<file path="src/inc/otc_pkg.sv">
package otc_pkg;

	// ************************************************************
	// Clock and timing
	// ************************************************************
	localparam int unsigned CLK_HZ = 50_000_000;
	// Start switch settling interval, in milliseconds
	localparam int unsigned DEB_TIME_MS = 10;
	// Least time, held to at least one cycle; the cycle count is not rounded up
	localparam int unsigned DEB_CYCLES =
		(CLK_HZ / 1000 * DEB_TIME_MS + 0) > 0 ?
		(CLK_HZ / 1000 * DEB_TIME_MS) : 1;
	localparam int unsigned DEB_W = 20;
	// Clock output is the main clock divided by sixteen
	localparam int unsigned CLKOUT_DIV = 16;
	localparam int unsigned CLKOUT_W = $clog2(CLKOUT_DIV);

	// ************************************************************
	// Trim value
	// ************************************************************
	localparam int unsigned TRIM_W = 6;
	localparam logic [5:0] TRIM_MIN = 6'h00;
	localparam logic [5:0] TRIM_MAX = 6'h3F;
	localparam logic [5:0] TRIM_RST = 6'h20;

	// ************************************************************
	// Capture and measurement windows
	// ************************************************************
	localparam int unsigned CAP_W = 16;
	localparam int unsigned ACC_W = 18;
	localparam logic [1:0] SUB_CAPTURES = 2'h3; // Index of the last
	localparam logic [17:0] SUB_SLOW_MAX = 18'h0F3E;
	localparam logic [17:0] SUB_FAST_MIN = 18'h0F46;
	localparam logic [17:0] EXT_SLOW_MAX = 18'hF3E5;
	localparam logic [17:0] EXT_FAST_MIN = 18'hF462;

	// ************************************************************
	// Types
	// ************************************************************
	typedef enum logic {OTC_MODE_SUB, OTC_MODE_EXT} otc_mode_t;
	typedef enum logic [1:0] {OTC_IDLE, OTC_MEAS, OTC_EVAL} otc_state_t;

	// One finished capture from the timer channels
	typedef struct packed {
		logic valid;
		logic [CAP_W-1:0] count;
	} otc_cap_t;

endpackage

</file>
<file path="src/hw/otc_capture.sv">
`timescale 1ns/1ns
// ************************************************************
// Capture timer channel pair, 16-bit capture mode
// ************************************************************
module otc_capture #(
	parameter int unsigned W = otc_pkg::CAP_W
) (
	input wire logic clk, // Trimmed oscillator clock
	input wire logic srst, // Synchronous reset, active high
	input wire logic clr, // Drop any capture in progress
	input wire logic start, // Trigger that opens an interval
	input wire logic stop, // Trigger that closes an interval
	output otc_pkg::otc_cap_t cap // Captured count, valid pulse
);
	import otc_pkg::*;

	logic run_q;
	logic [W-1:0] cnt_q;
	logic [W-1:0] cnt_inc;
	logic closing;

	// Saturate so an overlong interval reads as very fast, never wraps
	assign cnt_inc = (&cnt_q) ? cnt_q : cnt_q + 1'b1;
	assign closing = run_q && stop;

	// Count cycles between triggers; a clear wins over everything
	always_ff @(posedge clk) begin
		if (srst || clr) begin
			run_q <= 1'b0;
			cnt_q <= '0;
			cap <= '0;
		end else begin
			cap.valid <= closing;
			if (closing) begin
				cap.count <= cnt_inc;
			end
			if (start) begin
				run_q <= 1'b1;
				cnt_q <= '0;
			end else begin
				if (closing) begin
					run_q <= 1'b0;
				end
				cnt_q <= run_q ? cnt_inc : '0;
			end
		end
	end
endmodule

</file>
<file path="src/hw/otc_calibrator.sv">
`timescale 1ns/1ns
module otc_calibrator #(
	parameter int unsigned DEB_CYCLES = otc_pkg::DEB_CYCLES
) (
	input wire logic clk, // Main clock, the trimmed oscillator
	input wire logic srst, // Synchronous reset, active high
	input wire logic sub_osc_in, // 32.768 kHz sub-clock pin
	input wire logic ext_ref_input_pin, // 512 Hz reference pin
	input wire logic start_switch_pin, // Start switch, pressed low
	input wire logic method_select_pin, // High picks external mode
	output logic [otc_pkg::TRIM_W-1:0] osc_trim_value, // Trim value
	output logic done_indicator_pin, // Finished inside window
	output logic busy, // Calibration run active
	output logic clock_out_pin // Main clock divided by 16
);
	import otc_pkg::*;

	// ************************************************************
	// Pin synchronisers
	// ************************************************************
	localparam int unsigned NPIN = 4;
	localparam int unsigned P_SUB = 0;
	localparam int unsigned P_EXT = 1;
	localparam int unsigned P_START = 2;
	localparam int unsigned P_METH = 3;

	logic [NPIN-1:0] pins;
	logic [NPIN-1:0] sync1_q;
	logic [NPIN-1:0] sync2_q;
	logic [NPIN-1:0] sync3_q;

	assign pins = {method_select_pin, start_switch_pin,
		ext_ref_input_pin, sub_osc_in};

	// Two flops per pin; third stage only feeds edge detection
	always_ff @(posedge clk) begin
		if (srst) begin
			sync1_q <= '0;
			sync2_q <= '0;
			sync3_q <= '0;
		end else begin
			sync1_q <= pins;
			sync2_q <= sync1_q;
			sync3_q <= sync2_q;
		end
	end

	// ************************************************************
	// Start switch debounce
	// ************************************************************
	localparam logic [DEB_W-1:0] DEB_LAST = DEB_W'(DEB_CYCLES - 1);

	logic [DEB_W-1:0] deb_cnt_q;
	logic [DEB_W-1:0] deb_cnt_d;
	logic deb_lvl_q;
	logic deb_lvl_d;
	logic deb_diff;
	logic start_req;

	// Level must hold a full interval before it is believed
	assign deb_diff = sync2_q[P_START] != deb_lvl_q;
	assign deb_cnt_d = !deb_diff ? '0 : deb_cnt_q + 1'b1;
	assign deb_lvl_d = (deb_diff && deb_cnt_q == DEB_LAST) ?
		sync2_q[P_START] : deb_lvl_q;

	always_ff @(posedge clk) begin
		if (srst) begin
			deb_cnt_q <= '0;
			deb_lvl_q <= 1'b1;
		end else begin
			deb_cnt_q <= (deb_lvl_d != deb_lvl_q) ? '0 : deb_cnt_d;
			deb_lvl_q <= deb_lvl_d;
		end
	end

	assign start_req = deb_lvl_q && !deb_lvl_d;

	// ************************************************************
	// Event link and capture channels
	// ************************************************************
	otc_mode_t mode_q;
	otc_state_t state_q;
	logic sub_rise;
	logic ext_rise;
	logic ext_fall;
	logic link_start;
	logic link_stop;
	logic cap_clr;
	logic step;
	otc_cap_t cap;

	assign sub_rise = sync2_q[P_SUB] && !sync3_q[P_SUB];
	assign ext_rise = sync2_q[P_EXT] && !sync3_q[P_EXT];
	assign ext_fall = !sync2_q[P_EXT] && sync3_q[P_EXT];

	// low level opens at fall, closes at rise
	assign link_start = (state_q != OTC_MEAS) ? 1'b0 :
		(mode_q == OTC_MODE_EXT) ? ext_fall : sub_rise;
	assign link_stop = (state_q != OTC_MEAS) ? 1'b0 :
		(mode_q == OTC_MODE_EXT) ? ext_rise : sub_rise;

	// drop stale capture on a step
	assign cap_clr = step || (state_q == OTC_IDLE);

	otc_capture #(
		.W(CAP_W)
	) u_cap (
		.clk(clk),
		.srst(srst),
		.clr(cap_clr),
		.start(link_start),
		.stop(link_stop),
		.cap(cap)
	);

	// ************************************************************
	// Accumulate and decide
	// ************************************************************
	logic [ACC_W-1:0] acc_q;
	logic [ACC_W-1:0] acc_sum;
	logic [1:0] n_q;
	logic meas_last;
	logic [ACC_W-1:0] slow_max;
	logic [ACC_W-1:0] fast_min;
	logic is_slow;
	logic is_fast;
	logic in_win;
	logic at_max;
	logic at_min;
	logic blocked;
	logic evaluating;

	assign acc_sum = acc_q + ACC_W'(cap.count);

	assign meas_last = cap.valid &&
		(mode_q == OTC_MODE_EXT || n_q == SUB_CAPTURES);

	assign slow_max = (mode_q == OTC_MODE_EXT) ? EXT_SLOW_MAX : SUB_SLOW_MAX;
	assign fast_min = (mode_q == OTC_MODE_EXT) ? EXT_FAST_MIN : SUB_FAST_MIN;

	// same test on the single count
	assign is_slow = acc_q <= slow_max;
	assign is_fast = acc_q >= fast_min;
	assign in_win = !is_slow && !is_fast;

	assign at_max = osc_trim_value == TRIM_MAX;
	assign at_min = osc_trim_value == TRIM_MIN;
	assign blocked = (is_slow && at_max) || (is_fast && at_min);

	assign evaluating = state_q == OTC_EVAL;
	assign step = evaluating && !in_win && !blocked;

	// ************************************************************
	// Run sequencer
	// ************************************************************
	logic [TRIM_W-1:0] trim_q;
	logic done_q;

	// Mode is sampled once per run so limits never mix mid-run
	always_ff @(posedge clk) begin
		if (srst) begin
			state_q <= OTC_IDLE;
			mode_q <= OTC_MODE_SUB;
			acc_q <= '0;
			n_q <= '0;
		end else begin
			unique case (state_q)
				OTC_IDLE: begin
					acc_q <= '0;
					n_q <= '0;
					if (start_req) begin
						mode_q <= sync2_q[P_METH] ? OTC_MODE_EXT :
							OTC_MODE_SUB;
						state_q <= OTC_MEAS;
					end
				end
				OTC_MEAS: begin
					if (cap.valid) begin
						acc_q <= acc_sum;
						n_q <= n_q + 1'b1;
					end
					if (meas_last) begin
						state_q <= OTC_EVAL;
					end
				end
				OTC_EVAL: begin
					acc_q <= '0;
					n_q <= '0;
					state_q <= step ? OTC_MEAS : OTC_IDLE;
				end
			endcase
		end
	end

	// Trim and done; a new start clears the done light
	always_ff @(posedge clk) begin
		if (srst) begin
			trim_q <= TRIM_RST;
			done_q <= 1'b0;
		end else begin
			if (step) begin
				trim_q <= is_slow ? trim_q + 1'b1 : trim_q - 1'b1;
			end
			if (state_q == OTC_IDLE && start_req) begin
				done_q <= 1'b0;
			end else if (evaluating && in_win) begin
				done_q <= 1'b1;
			end
		end
	end

	assign osc_trim_value = trim_q;
	assign done_indicator_pin = done_q;

	always_ff @(posedge clk) begin
		if (srst) begin
			busy <= 1'b0;
		end else begin
			busy <= (state_q == OTC_IDLE) ? start_req : !(evaluating && !step);
		end
	end

	// ************************************************************
	// Clock output divider
	// ************************************************************
	logic [CLKOUT_W-1:0] div_q;

	always_ff @(posedge clk) begin
		if (srst) begin
			div_q <= '0;
			clock_out_pin <= 1'b0;
		end else begin
			div_q <= div_q + 1'b1;
			clock_out_pin <= div_q[CLKOUT_W-1];
		end
	end
endmodule

</file>
<file path="config.mk">
export PLATFORM = sky130hd
export DESIGN_NAME = otc_calibrator
export DESIGN_NICKNAME = d
export VERILOG_FILES = /design/src/inc/otc_pkg.sv /design/src/hw/otc_capture.sv /design/src/hw/otc_calibrator.sv
export SDC_FILE = /design/constraint.sdc
export NUM_CORES = 1
export LEC_CHECK = 0
export BUFFER_PORTS_ARGS = -buffer_cell sky130_fd_sc_hd__buf_2
export CAP_MARGIN = 20
export CORE_UTILIZATION = 55
export DETAILED_ROUTE_END_ITERATION = 10
export HOLD_SLACK_MARGIN = 0.06
export PLACE_DENSITY = 0.72
export SYNTH_ARGS = -nofsm -noshare
export SYNTH_HDL_FRONTEND = slang
export SYNTH_HIERARCHICAL = 1
export SYNTH_SLANG_ARGS = --single-unit
</file>
<file path="constraint.sdc">
create_clock -name clk -period 3.8 [get_ports clk]
set_input_delay 0.57 -clock clk [delete_from_list [all_inputs] [get_ports clk]]
set_output_delay 0.57 -clock clk [all_outputs]
set_load 0.05 [all_outputs]
</file>
== Word level (Yosys, flattened, before mapping) ==
Index checks and enable logic that the tools add are counted.

* Register bits: 101
* Input port bits: 6
* Output and inout bits: 9
* Logic and storage cells: 100

* $add $sub $neg: 7
* $lt $le $gt $ge: 2
* Equality and inequality tests: 11
* Mux-type cells: 21
* Bitwise operators: 2
* Reductions and logical operators: 39

{| class="wikitable"
|+ Operators by type and width
! operator !! number
|-
| $mux W16 || 3
|-
| $pmux W18 S2 || 1
|-
| $add A20 B1 Y20 const B || 1
|-
| $eq A20 B19 Y1 const B || 1
|-
| $add A18 B16 Y18 || 1
|-
| $ge A18 B16 Y1 || 1
|-
| $le A18 B16 Y1 || 1
|-
| $mux W18 || 1
|-
| $add A16 B1 Y16 const B || 1
|-
| $reduce_and A16 Y1 || 1
|-
| $logic_and A1 B1 Y1 || 15
|-
| $logic_not A1 Y1 || 10
|-
| $mux W1 || 10
|-
| $add A6 B1 Y6 const B || 1
|-
| $eq A6 B6 Y1 const B || 1
|-
| $logic_not A6 Y1 || 1
|-
| $mux W2 || 3
|-
| $mux W6 || 1
|-
| $pmux W2 S3 || 1
|-
| $reduce_or A3 Y1 || 2
|-
| $sub A6 B1 Y6 const B || 1
|-
| $add A4 B1 Y4 const B || 1
|-
| $eq A2 B2 Y1 const B || 2
|-
| $logic_or A1 B1 Y1 || 4
|-
| 11 further kinds || 17
|}

== Depth between registers and ports, before layout ==
Gate-level depths: netlist of the first run.

* Word-level depth: 11
* Depth in mapped cells: 14
* Gate-level depth less buffers: 14

== Modules after synthesis ==
Netlist of the first run, hierarchy kept.

{| class="wikitable"
|+ Modules (own cells, without submodules)
! module !! instances !! cells each !! area an instance (µm²) !! sequential area each (µm²)
|-
| otc_calibrator || 1 || 450 || 3950.0 || 1341.3
|-
| otc_capture || 1 || 165 || 1492.7 || 680.7
|}

== Worst setup path after synthesis of the first run ==
OpenSTA, ideal clock, no wires.

* Path type: flip-flop to flip-flop
* From: register mode_q
* To: register u_cap.cnt_q[0]
* Library setup time: 0.128 ns
* Data arrival time: 3.335 ns
* Data required time: 3.672 ns
* Slack: 0.337 ns
* Cell stages (with the launch flop): 15
* Period minus slack after synthesis: 3.463 ns
* Cells stage by stage: dfxtp_1 -> inv_1 -> ha_1 -> nand4bb_4 -> nor3_4 -> o31ai_1 -> a22oi_2 -> and4b_1 -> buf_6 -> or2_1 -> o21ai_0 -> nor2_1 -> nand3b_1 -> clkbuf_1 -> nor2_1

* Cells in the longest elaborated chain, start to end: 10
* Elaborated cells on any way between the ends: 19
* Those cells by class: order compare: 2; mux: 4; reduce/logical: 13

{| class="wikitable"
|+ Ends and longest elaborated chain
! element !! line !! text
|-
| start, declared || otc_calibrator.sv:81 || <nowiki>otc_mode_t mode_q;</nowiki>
|-
| start signal, assigned || otc_calibrator.sv:172 || <nowiki>mode_q <= sync2_q[P_METH] ? OTC_MODE_EXT :</nowiki>
|-
| $mux W16 (on tied branches) || otc_calibrator.sv:138, otc_calibrator.sv:139 ||
|-
| $le A18 B16 Y1 or $ge A18 B16 Y1 (tied branches) || otc_calibrator.sv:142, otc_calibrator.sv:143 ||
|-
| $logic_not A1 Y1 || otc_calibrator.sv:144 || <nowiki>assign in_win = !is_slow && !is_fast;</nowiki>
|-
| $logic_and A1 B1 Y1 || otc_calibrator.sv:144 ||
|-
| $logic_not A1 Y1 || otc_calibrator.sv:151 || <nowiki>assign step = evaluating && !in_win && !blocked;</nowiki>
|-
| $logic_and A1 B1 Y1 || otc_calibrator.sv:151 ||
|-
| $logic_and A1 B1 Y1 (*) || otc_calibrator.sv:151 ||
|-
| $logic_or A1 B1 Y1 (*) || otc_calibrator.sv:103 || <nowiki>assign cap_clr = step || (state_q == OTC_IDLE);</nowiki>
|-
| via cap_clr || otc_calibrator.sv:88 || <nowiki>logic cap_clr;</nowiki>
|-
| $logic_or A1 B1 Y1 (*) || otc_capture.sv:28 || <nowiki>if (srst || clr) begin</nowiki>
|-
| $reduce_or A3 Y1 (no line) (*) || n/a ||
|-
| end signal, assigned || otc_capture.sv:44 || <nowiki>cnt_q <= run_q ? cnt_inc : '0;</nowiki>
|-
| end, declared || otc_capture.sv:18 || <nowiki>logic [W-1:0] cnt_q;</nowiki>
|}

The timed path passes the listed nets; every way through them passes the cells marked *.
A chain may end at the register's enable or synchronous reset.

== Final worst setup path of the first run ==
* From: register mode_q
* To: register u_cap.cnt_q[9]

The elaborated chain is that of the path after synthesis.

==> results of run 1 <==
==> Yosys cell counts, types with 8 or more instances <==
library cell  number
nor3_1            14
nand3_1           25
a31oi_1           13
a211oi_1           8
nor2_1            69
xor2_1            27
xnor2_1           16
clkbuf_1          13
ha_1              41
dfxtp_1          101
o21ai_0           25
inv_1             20
and3_1             9
or3_1             10
nand2_1           34
nand4_1           11
nor2b_1           15
a21oi_1           44
==> worst register-to-register path, cell delays in order, from the launching register on <==
cell	delay, ns
dfxtp_1	0.46
inv_1	0.21
ha_1	0.39
a2111o_1	0.42
nor2_1	0.15
a22oi_2	0.08
and4b_1	0.45
or2_1	0.21
o21ai_0	0.18
nor2_1	0.20
nand3b_1	0.26
buf_4	0.24
a211oi_1	0.20
==> report_power, final <==
| part | switching, mW | internal (mW) |
|---|---|---|
| sequential | 0.00549 | 1.07 |
| combinational | 0.0176 | 0.00967 |
| clock | 0.384 | 0.393 |
==> cell type report <==
cell class                 count  area share
multi-input combinational    474       0.555
sequential                   101       0.344
tap                          129      0.0275
clock buffer                  10      0.0234
timing repair buffer          21      0.0209
clock inverter                 6      0.0160
inverter                      21      0.0134
==> per-stage QoR <==
step                      instance area, um2  utilization  worst slack, ns
after floorplan                         5440            -            0.337
after global placement                  5630        0.598            0.415
after detailed placement                5630        0.598            0.301
after CTS                               5860        0.622            0.273
after global routing                    5880        0.624           0.0257
final                                   5880        0.624            0.276
==> layer usage <==
layer,share of wire,vias up
li1,-,2273
met1,0.47,2114
met2,0.48,65
met3,0.024,20
met4,0.022,0
met5,0,-
==> cells by family after synthesis <==
family / after synthesis
simple gates: 232
xor+xnor: 43
buf+inv: 40
mux: 5
fa+ha+maj: 43
flops: 101
compound gates: 151
==> final timing paths <==
kind	from	endpoint	depth (start not counted)
min	start_switch_pin	sync1_q[2]	2
max reg2reg	mode_q	u_cap/cnt_q[9]	12
min reg2reg	sync1_q[3]	sync2_q[3]	1
max	mode_q	u_cap/cnt_q[9]	12
==> registers in the layout (all words and copies together), names as in the netlist, 2 cells and up <==
signal	flops
sync1_q	4
deb_cnt_q	20
u_cap/cap	17
sync3_q	2
acc_q	18
state_q	2
sync2_q	4
div_q	4
n_q	2
u_cap/cnt_q	16
osc_trim_value	6
==> timing repair <==
| action | 4_1_cts | 5_1_grt |
|---|---|---|
| hold endpoints to repair | 0 | 0 |
| buffers inserted | 0 | 2 |
| setup endpoints to repair | 0 | 4 |
==> impl_metrics.env, run 1 <==
export IMPL_final_cell_mix="101 x dfxtp_1, 69 x nor2_1, 44 x a21oi_1"
export IMPL_wl_mm=11.6
export IMPL_cts_made_buffers=9
export IMPL_vias=4472
export IMPL_grt_busiest_layer="met2"
export IMPL_die_area_um2=10300
export IMPL_setup_tns_ns=0
export IMPL_routedWlPerCell_um=15.2
export IMPL_cts_sinks=101
export IMPL_dpl_cell_count=744
export IMPL_drt_pre_antenna_iters=4
export IMPL_cts_tree="done"
export IMPL_crit_family="simple AND/OR/NAND/NOR gates"
export IMPL_cp_end_kind="register"
export IMPL_power_mw=1.88
export IMPL_cts_hold_buf=0
export IMPL_grtUsageMet1=0.301
export IMPL_ys_seq_area_frac=0.371
export IMPL_cpMostUsedCell="nor2_1"
export IMPL_clk_pin_slew_ns=0.10
export IMPL_p_leak_nw=2.37
export IMPL_cp_data_required_time_ns=4.08
export IMPL_synthArstFlopShare=0
export IMPL_cts_buffer_depth=2
export IMPL_synth_compound_area_share=0.188
export IMPL_vias_per_cell=5.87
export IMPL_overflow=0
export IMPL_r2r_slack_ns=0.28
export IMPL_worst_path_max_fanout=10
export IMPL_grt_usage=0.240
export IMPL_fill_cells=838
export IMPL_synth_cells=615
export IMPL_instances_no_fill=762
export IMPL_crit_type="register to register"
export IMPL_synth_nets=664
export IMPL_setup_viol=0
export IMPL_boundaryPins=15
export IMPL_die_width_um=101
export IMPL_crit_path_cell_trace="inv_1 > ha_1 > a2111o_1 > nor2_1 > a22oi_2 > and4b_1 > or2_1 > o21ai_0 > nor2_1 > nand3b_1 > buf_4 > a211oi_1"
export IMPL_arrival_ns=3.81
export IMPL_post_synth_num_cell_types=72
export IMPL_place_congestion=0.938
export IMPL_syn_cell_area_um2=5440
export IMPL_report_final_slew_viol_count=0
export IMPL_slowest_delay_ns=0.46
export IMPL_root_buffer="clkbuf_8"
export IMPL_cts_resized=0
export IMPL_die_height_um=101
export IMPL_synth_edff_count=0
export IMPL_postRouteAntennaNets=0
export IMPL_path_buf_inv=2
export IMPL_whs_ns=0.397
export IMPL_status="finished, final reports clean"
export IMPL_drc=0
export IMPL_numPortBuffers=14
export IMPL_met2_usage=0.411
export IMPL_synth_fa_ha_area_frac=0.102
export IMPL_detail_route_iter0_violations=220
export IMPL_synth_top_family_by_area="simple AND/OR/NAND/NOR gates"
export IMPL_grt_pass1_vias=4226
export IMPL_synth_ff_type="dfxtp_1"
export IMPL_syn2layout_area_growth_pct=7.95
export IMPL_yosys_warnings=6
export IMPL_slew_headroom=0.473
export IMPL_synth_mux_area_frac=0.00966
export IMPL_cpMaxStageDelayCell="dfxtp_1"
export IMPL_gr_usage_met3=0.0400
export IMPL_ir_drop_mv=0.188
export IMPL_cts_max_level=3
export IMPL_multi_input_area_um2=3260
export IMPL_synth_top_cells_by_area="dfxtp_1 37%, ha_1 9.4%, nor2_1 4.8%"
export IMPL_final_common_cell="dfxtp_1"
export IMPL_num_nets_final=677
export IMPL_powerDensity_nw_per_um2=320
export IMPL_rsz0062_at_grt="no"
export IMPL_clock_skew_ns=0.0140
export IMPL_diodes=0
export IMPL_hold_viol_final=0
export IMPL_fmax_mhz=284
export IMPL_worst_pin_slew_ns=0.791
export IMPL_initial_core_util=0.578
export IMPL_cp_start_kind="register"
export IMPL_maxCapViolCount=0
export IMPL_ys_ff_latch=101
export IMPL_finalCritPeriodShare=0.927
export IMPL_regArea_um2=2020
export IMPL_rows=35
export IMPL_yosysTopAreaCellShare=0.371
export IMPL_grt_pass1_wl_mm=19.4
export IMPL_grt_max_degree=40
export IMPL_avgSynthCellArea_um2=8.85
export IMPL_min_path_type="input pin to register"
export IMPL_period_minus_slack_ns=3.52
export IMPL_clk_latency_ns=0.38
export IMPL_core_area_um2=9420
export IMPL_drive_gt1_frac=0.0853
export IMPL_dp_hpwl_mm=8.52
export IMPL_synth_xor_area_share=0.0692
export IMPL_yosys_area_top_type="dfxtp_1"
export IMPL_yosys_area_share_simple=0.231
export IMPL_antenna_found_initial=0
(Power assumes the default switching activity.)
==> inputs of run 2 (changes only) <==
CORE_UTILIZATION = 60   (was 55)
PLACE_DENSITY = 0.77   (was 0.72)
==> run 2 against run 1 <==
Net effect:
- clock skew down 0.0076 ns
- sequential cell count is the same
- maximum frequency rose by 1.8%
- clock power shrank 9.4%
- combinational power rose by 3%
- final area decreased by 1.0%
- clock-buffer cell count fell by 1
- critical endpoint is now u_cap/cnt_q[11]
- core utilization up 4.0 points
==> impl_metrics.env, run 2 (synthesis gave the netlist of run 1 again) <==
export IMPL_final_cell_mix="101 x dfxtp_1, 69 x nor2_1, 44 x a21oi_1"
export IMPL_die_area_um2=9460
export IMPL_cts_hold_buf=0
export IMPL_slew_headroom=0.460
export IMPL_worst_pin_slew_ns=0.809
export IMPL_whs_ns=0.406
export IMPL_combPwrFrac=0.015
export IMPL_initial_core_util=0.621
export IMPL_postRouteAntennaNets=0
export IMPL_fill_cells=761
export IMPL_clockPowerShare=0.390
export IMPL_instances_no_fill=740
export IMPL_setup_viol=0
export IMPL_cts_tree="done"
export IMPL_pre_cts_ws_ns=0.389
export IMPL_cts_sinks=101
export IMPL_clock_skew_ns=0.00637
export IMPL_die_width_um=97.2
export IMPL_wl_mm=11.6
export IMPL_cp_startpoint="mode_q"
export IMPL_cp_data_required_time_ns=4.11
export IMPL_internal_power_mw=1.39
export IMPL_switching_share=0.228
export IMPL_final_common_cell="dfxtp_1"
export IMPL_grt_max_degree=39
export IMPL_boundaryPins=15
export IMPL_fin_util=0.664
export IMPL_crit_type="register to register"
export IMPL_pwr_share_seq=0.594
export IMPL_cp_start_kind="register"
export IMPL_hold_start="method_select_pin"
export IMPL_grt_pass1_wl_mm=19.8
export IMPL_cts_resized=0
export IMPL_power_mw=1.80
export IMPL_vias=4486
export IMPL_routedWlPerCell_um=15.6
export IMPL_largestRegisters="deb_cnt_q x20, acc_q x18, u_cap/cap x17"
export IMPL_vias_per_cell=6.06
export IMPL_cts_max_level=3
export IMPL_largest_register="deb_cnt_q"
export IMPL_largest_register_ffs=20
export IMPL_hold_viol_final=0
export IMPL_rsz0062_at_grt="no"
export IMPL_dpl_cell_count=724
export IMPL_die_height_um=97.2
export IMPL_worst_path_max_fanout=10
export IMPL_drc=0
export IMPL_status="finished, final reports clean"
export IMPL_min_path_type="input pin to register"
export IMPL_numPortBuffers=14
export IMPL_overflow=0
export IMPL_cts_made_buffers=9
export IMPL_setup_tns_ns=0
export IMPL_powerDensity_nw_per_um2=310
export IMPL_finalCritPeriodShare=0.911
export IMPL_highest_layer="met4"
export IMPL_report_final_slew_viol_count=0
export IMPL_arrival_ns=3.77
export IMPL_clk_pin_slew_ns=0.10
export IMPL_syn2layout_area_growth_pct=6.85
export IMPL_cts_buffer_depth=2
export IMPL_period_minus_slack_ns=3.46
export IMPL_grt_pass1_vias=4287
export IMPL_cp_end_kind="register"
export IMPL_drive_gt1_frac=0.0839
export IMPL_diodes=0
export IMPL_p_sw_mw=0.412
export IMPL_core_area_um2=8760
export IMPL_detail_route_iter0_violations=239
export IMPL_clk_latency_ns=0.37
export IMPL_place_congestion=0.884
export IMPL_drt_met1_wl_mm=5.22
export IMPL_fmax_mhz=289
export IMPL_cts_setup_buffers=0
export IMPL_p_leak_nw=2.36
export IMPL_regArea_um2=2020
export IMPL_ir_drop_mv=0.223
export IMPL_antenna_found_initial=0
export IMPL_worst_slack_ns=0.339
export IMPL_r2r_start="mode_q"
export IMPL_root_buffer="clkbuf_8"
export IMPL_multi_input_area_um2=3260
export IMPL_fin_area_um2=5820
export IMPL_dp_hpwl_mm=8.76
export IMPL_rows=34
export IMPL_wl_met2_mm=5.83
export IMPL_drt_pre_antenna_iters=7
export IMPL_maxCapViolCount=0
export IMPL_placed_area_um2=5610
export IMPL_num_nets_final=676
export IMPL_wl_met3_um=314
export IMPL_grt_usage=0.255
## run 2: cell types whose count changed in the layout (fill, tap and decap cells not counted), sizes merged
| cell | before | now |
|---|---|---|
| buf | 21 | 20 |
| bufinv | 2 | 1 |
| clkbuf | 10 | 9 |
| clkinv | 3 | 4 |
| clkinvlp | 1 | 0 |
| inv | 21 | 23 |
## run 2: metal layers
| metal | up-vias | global-route usage |
|---|---|---|
| met5 | - | 0 |
| met4 | 0 | 0.0950 |
| met3 | 16 | 0.0432 |
| met2 | 65 | 0.444 |
| met1 | 2131 | 0.317 |
| li1 | 2274 | - |
## run 2: worst max-delay path, stage by stage, from the launching register on
cell      delay, ns
dfxtp_1        0.44
inv_1          0.20
ha_1           0.35
nand3_1        0.12
o21ai_0        0.15
o31ai_1        0.29
a22oi_2        0.09
and4b_1        0.41
or2_1          0.20
o21ai_0        0.16
nor2_1         0.19
nand3b_1       0.37
buf_4          0.31
a21oi_1        0.11
## run 2: path summary, 6_finish.rpt
path / end / slack [ns] / cells after the start
setup / recovery: u_cap/cnt_q[11] / 0.34 / 13
hold / removal: sync1_q[3] / 0.41 / 2
setup reg to reg: u_cap/cnt_q[11] / 0.34 / 13
hold reg to reg: sync2_q[0] / 0.45 / 1
## run 2: area by class of cell
| class | count | share of cell area |
|---|---|---|
| multi-input cells | 474 | 0.560 |
| flip-flops and latches | 101 | 0.348 |
| well taps | 108 | 0.0232 |
| clock buffers | 9 | 0.0213 |
| repair buffers | 20 | 0.0198 |
| clock inverters | 7 | 0.0140 |
| inverters | 21 | 0.0136 |
## run 2: power by group through the flow
stage | clock (mW) | combinational (mW) | sequential [mW]
after floorplan | 0 | 0.0206 | 1.10
after global placement | 0 | 0.0269 | 1.10
after detailed placement | 0 | 0.0282 | 1.10
after CTS | 0.724 | 0.0282 | 1.07
after global routing | 0.759 | 0.0312 | 1.07
final | 0.704 | 0.0279 | 1.07
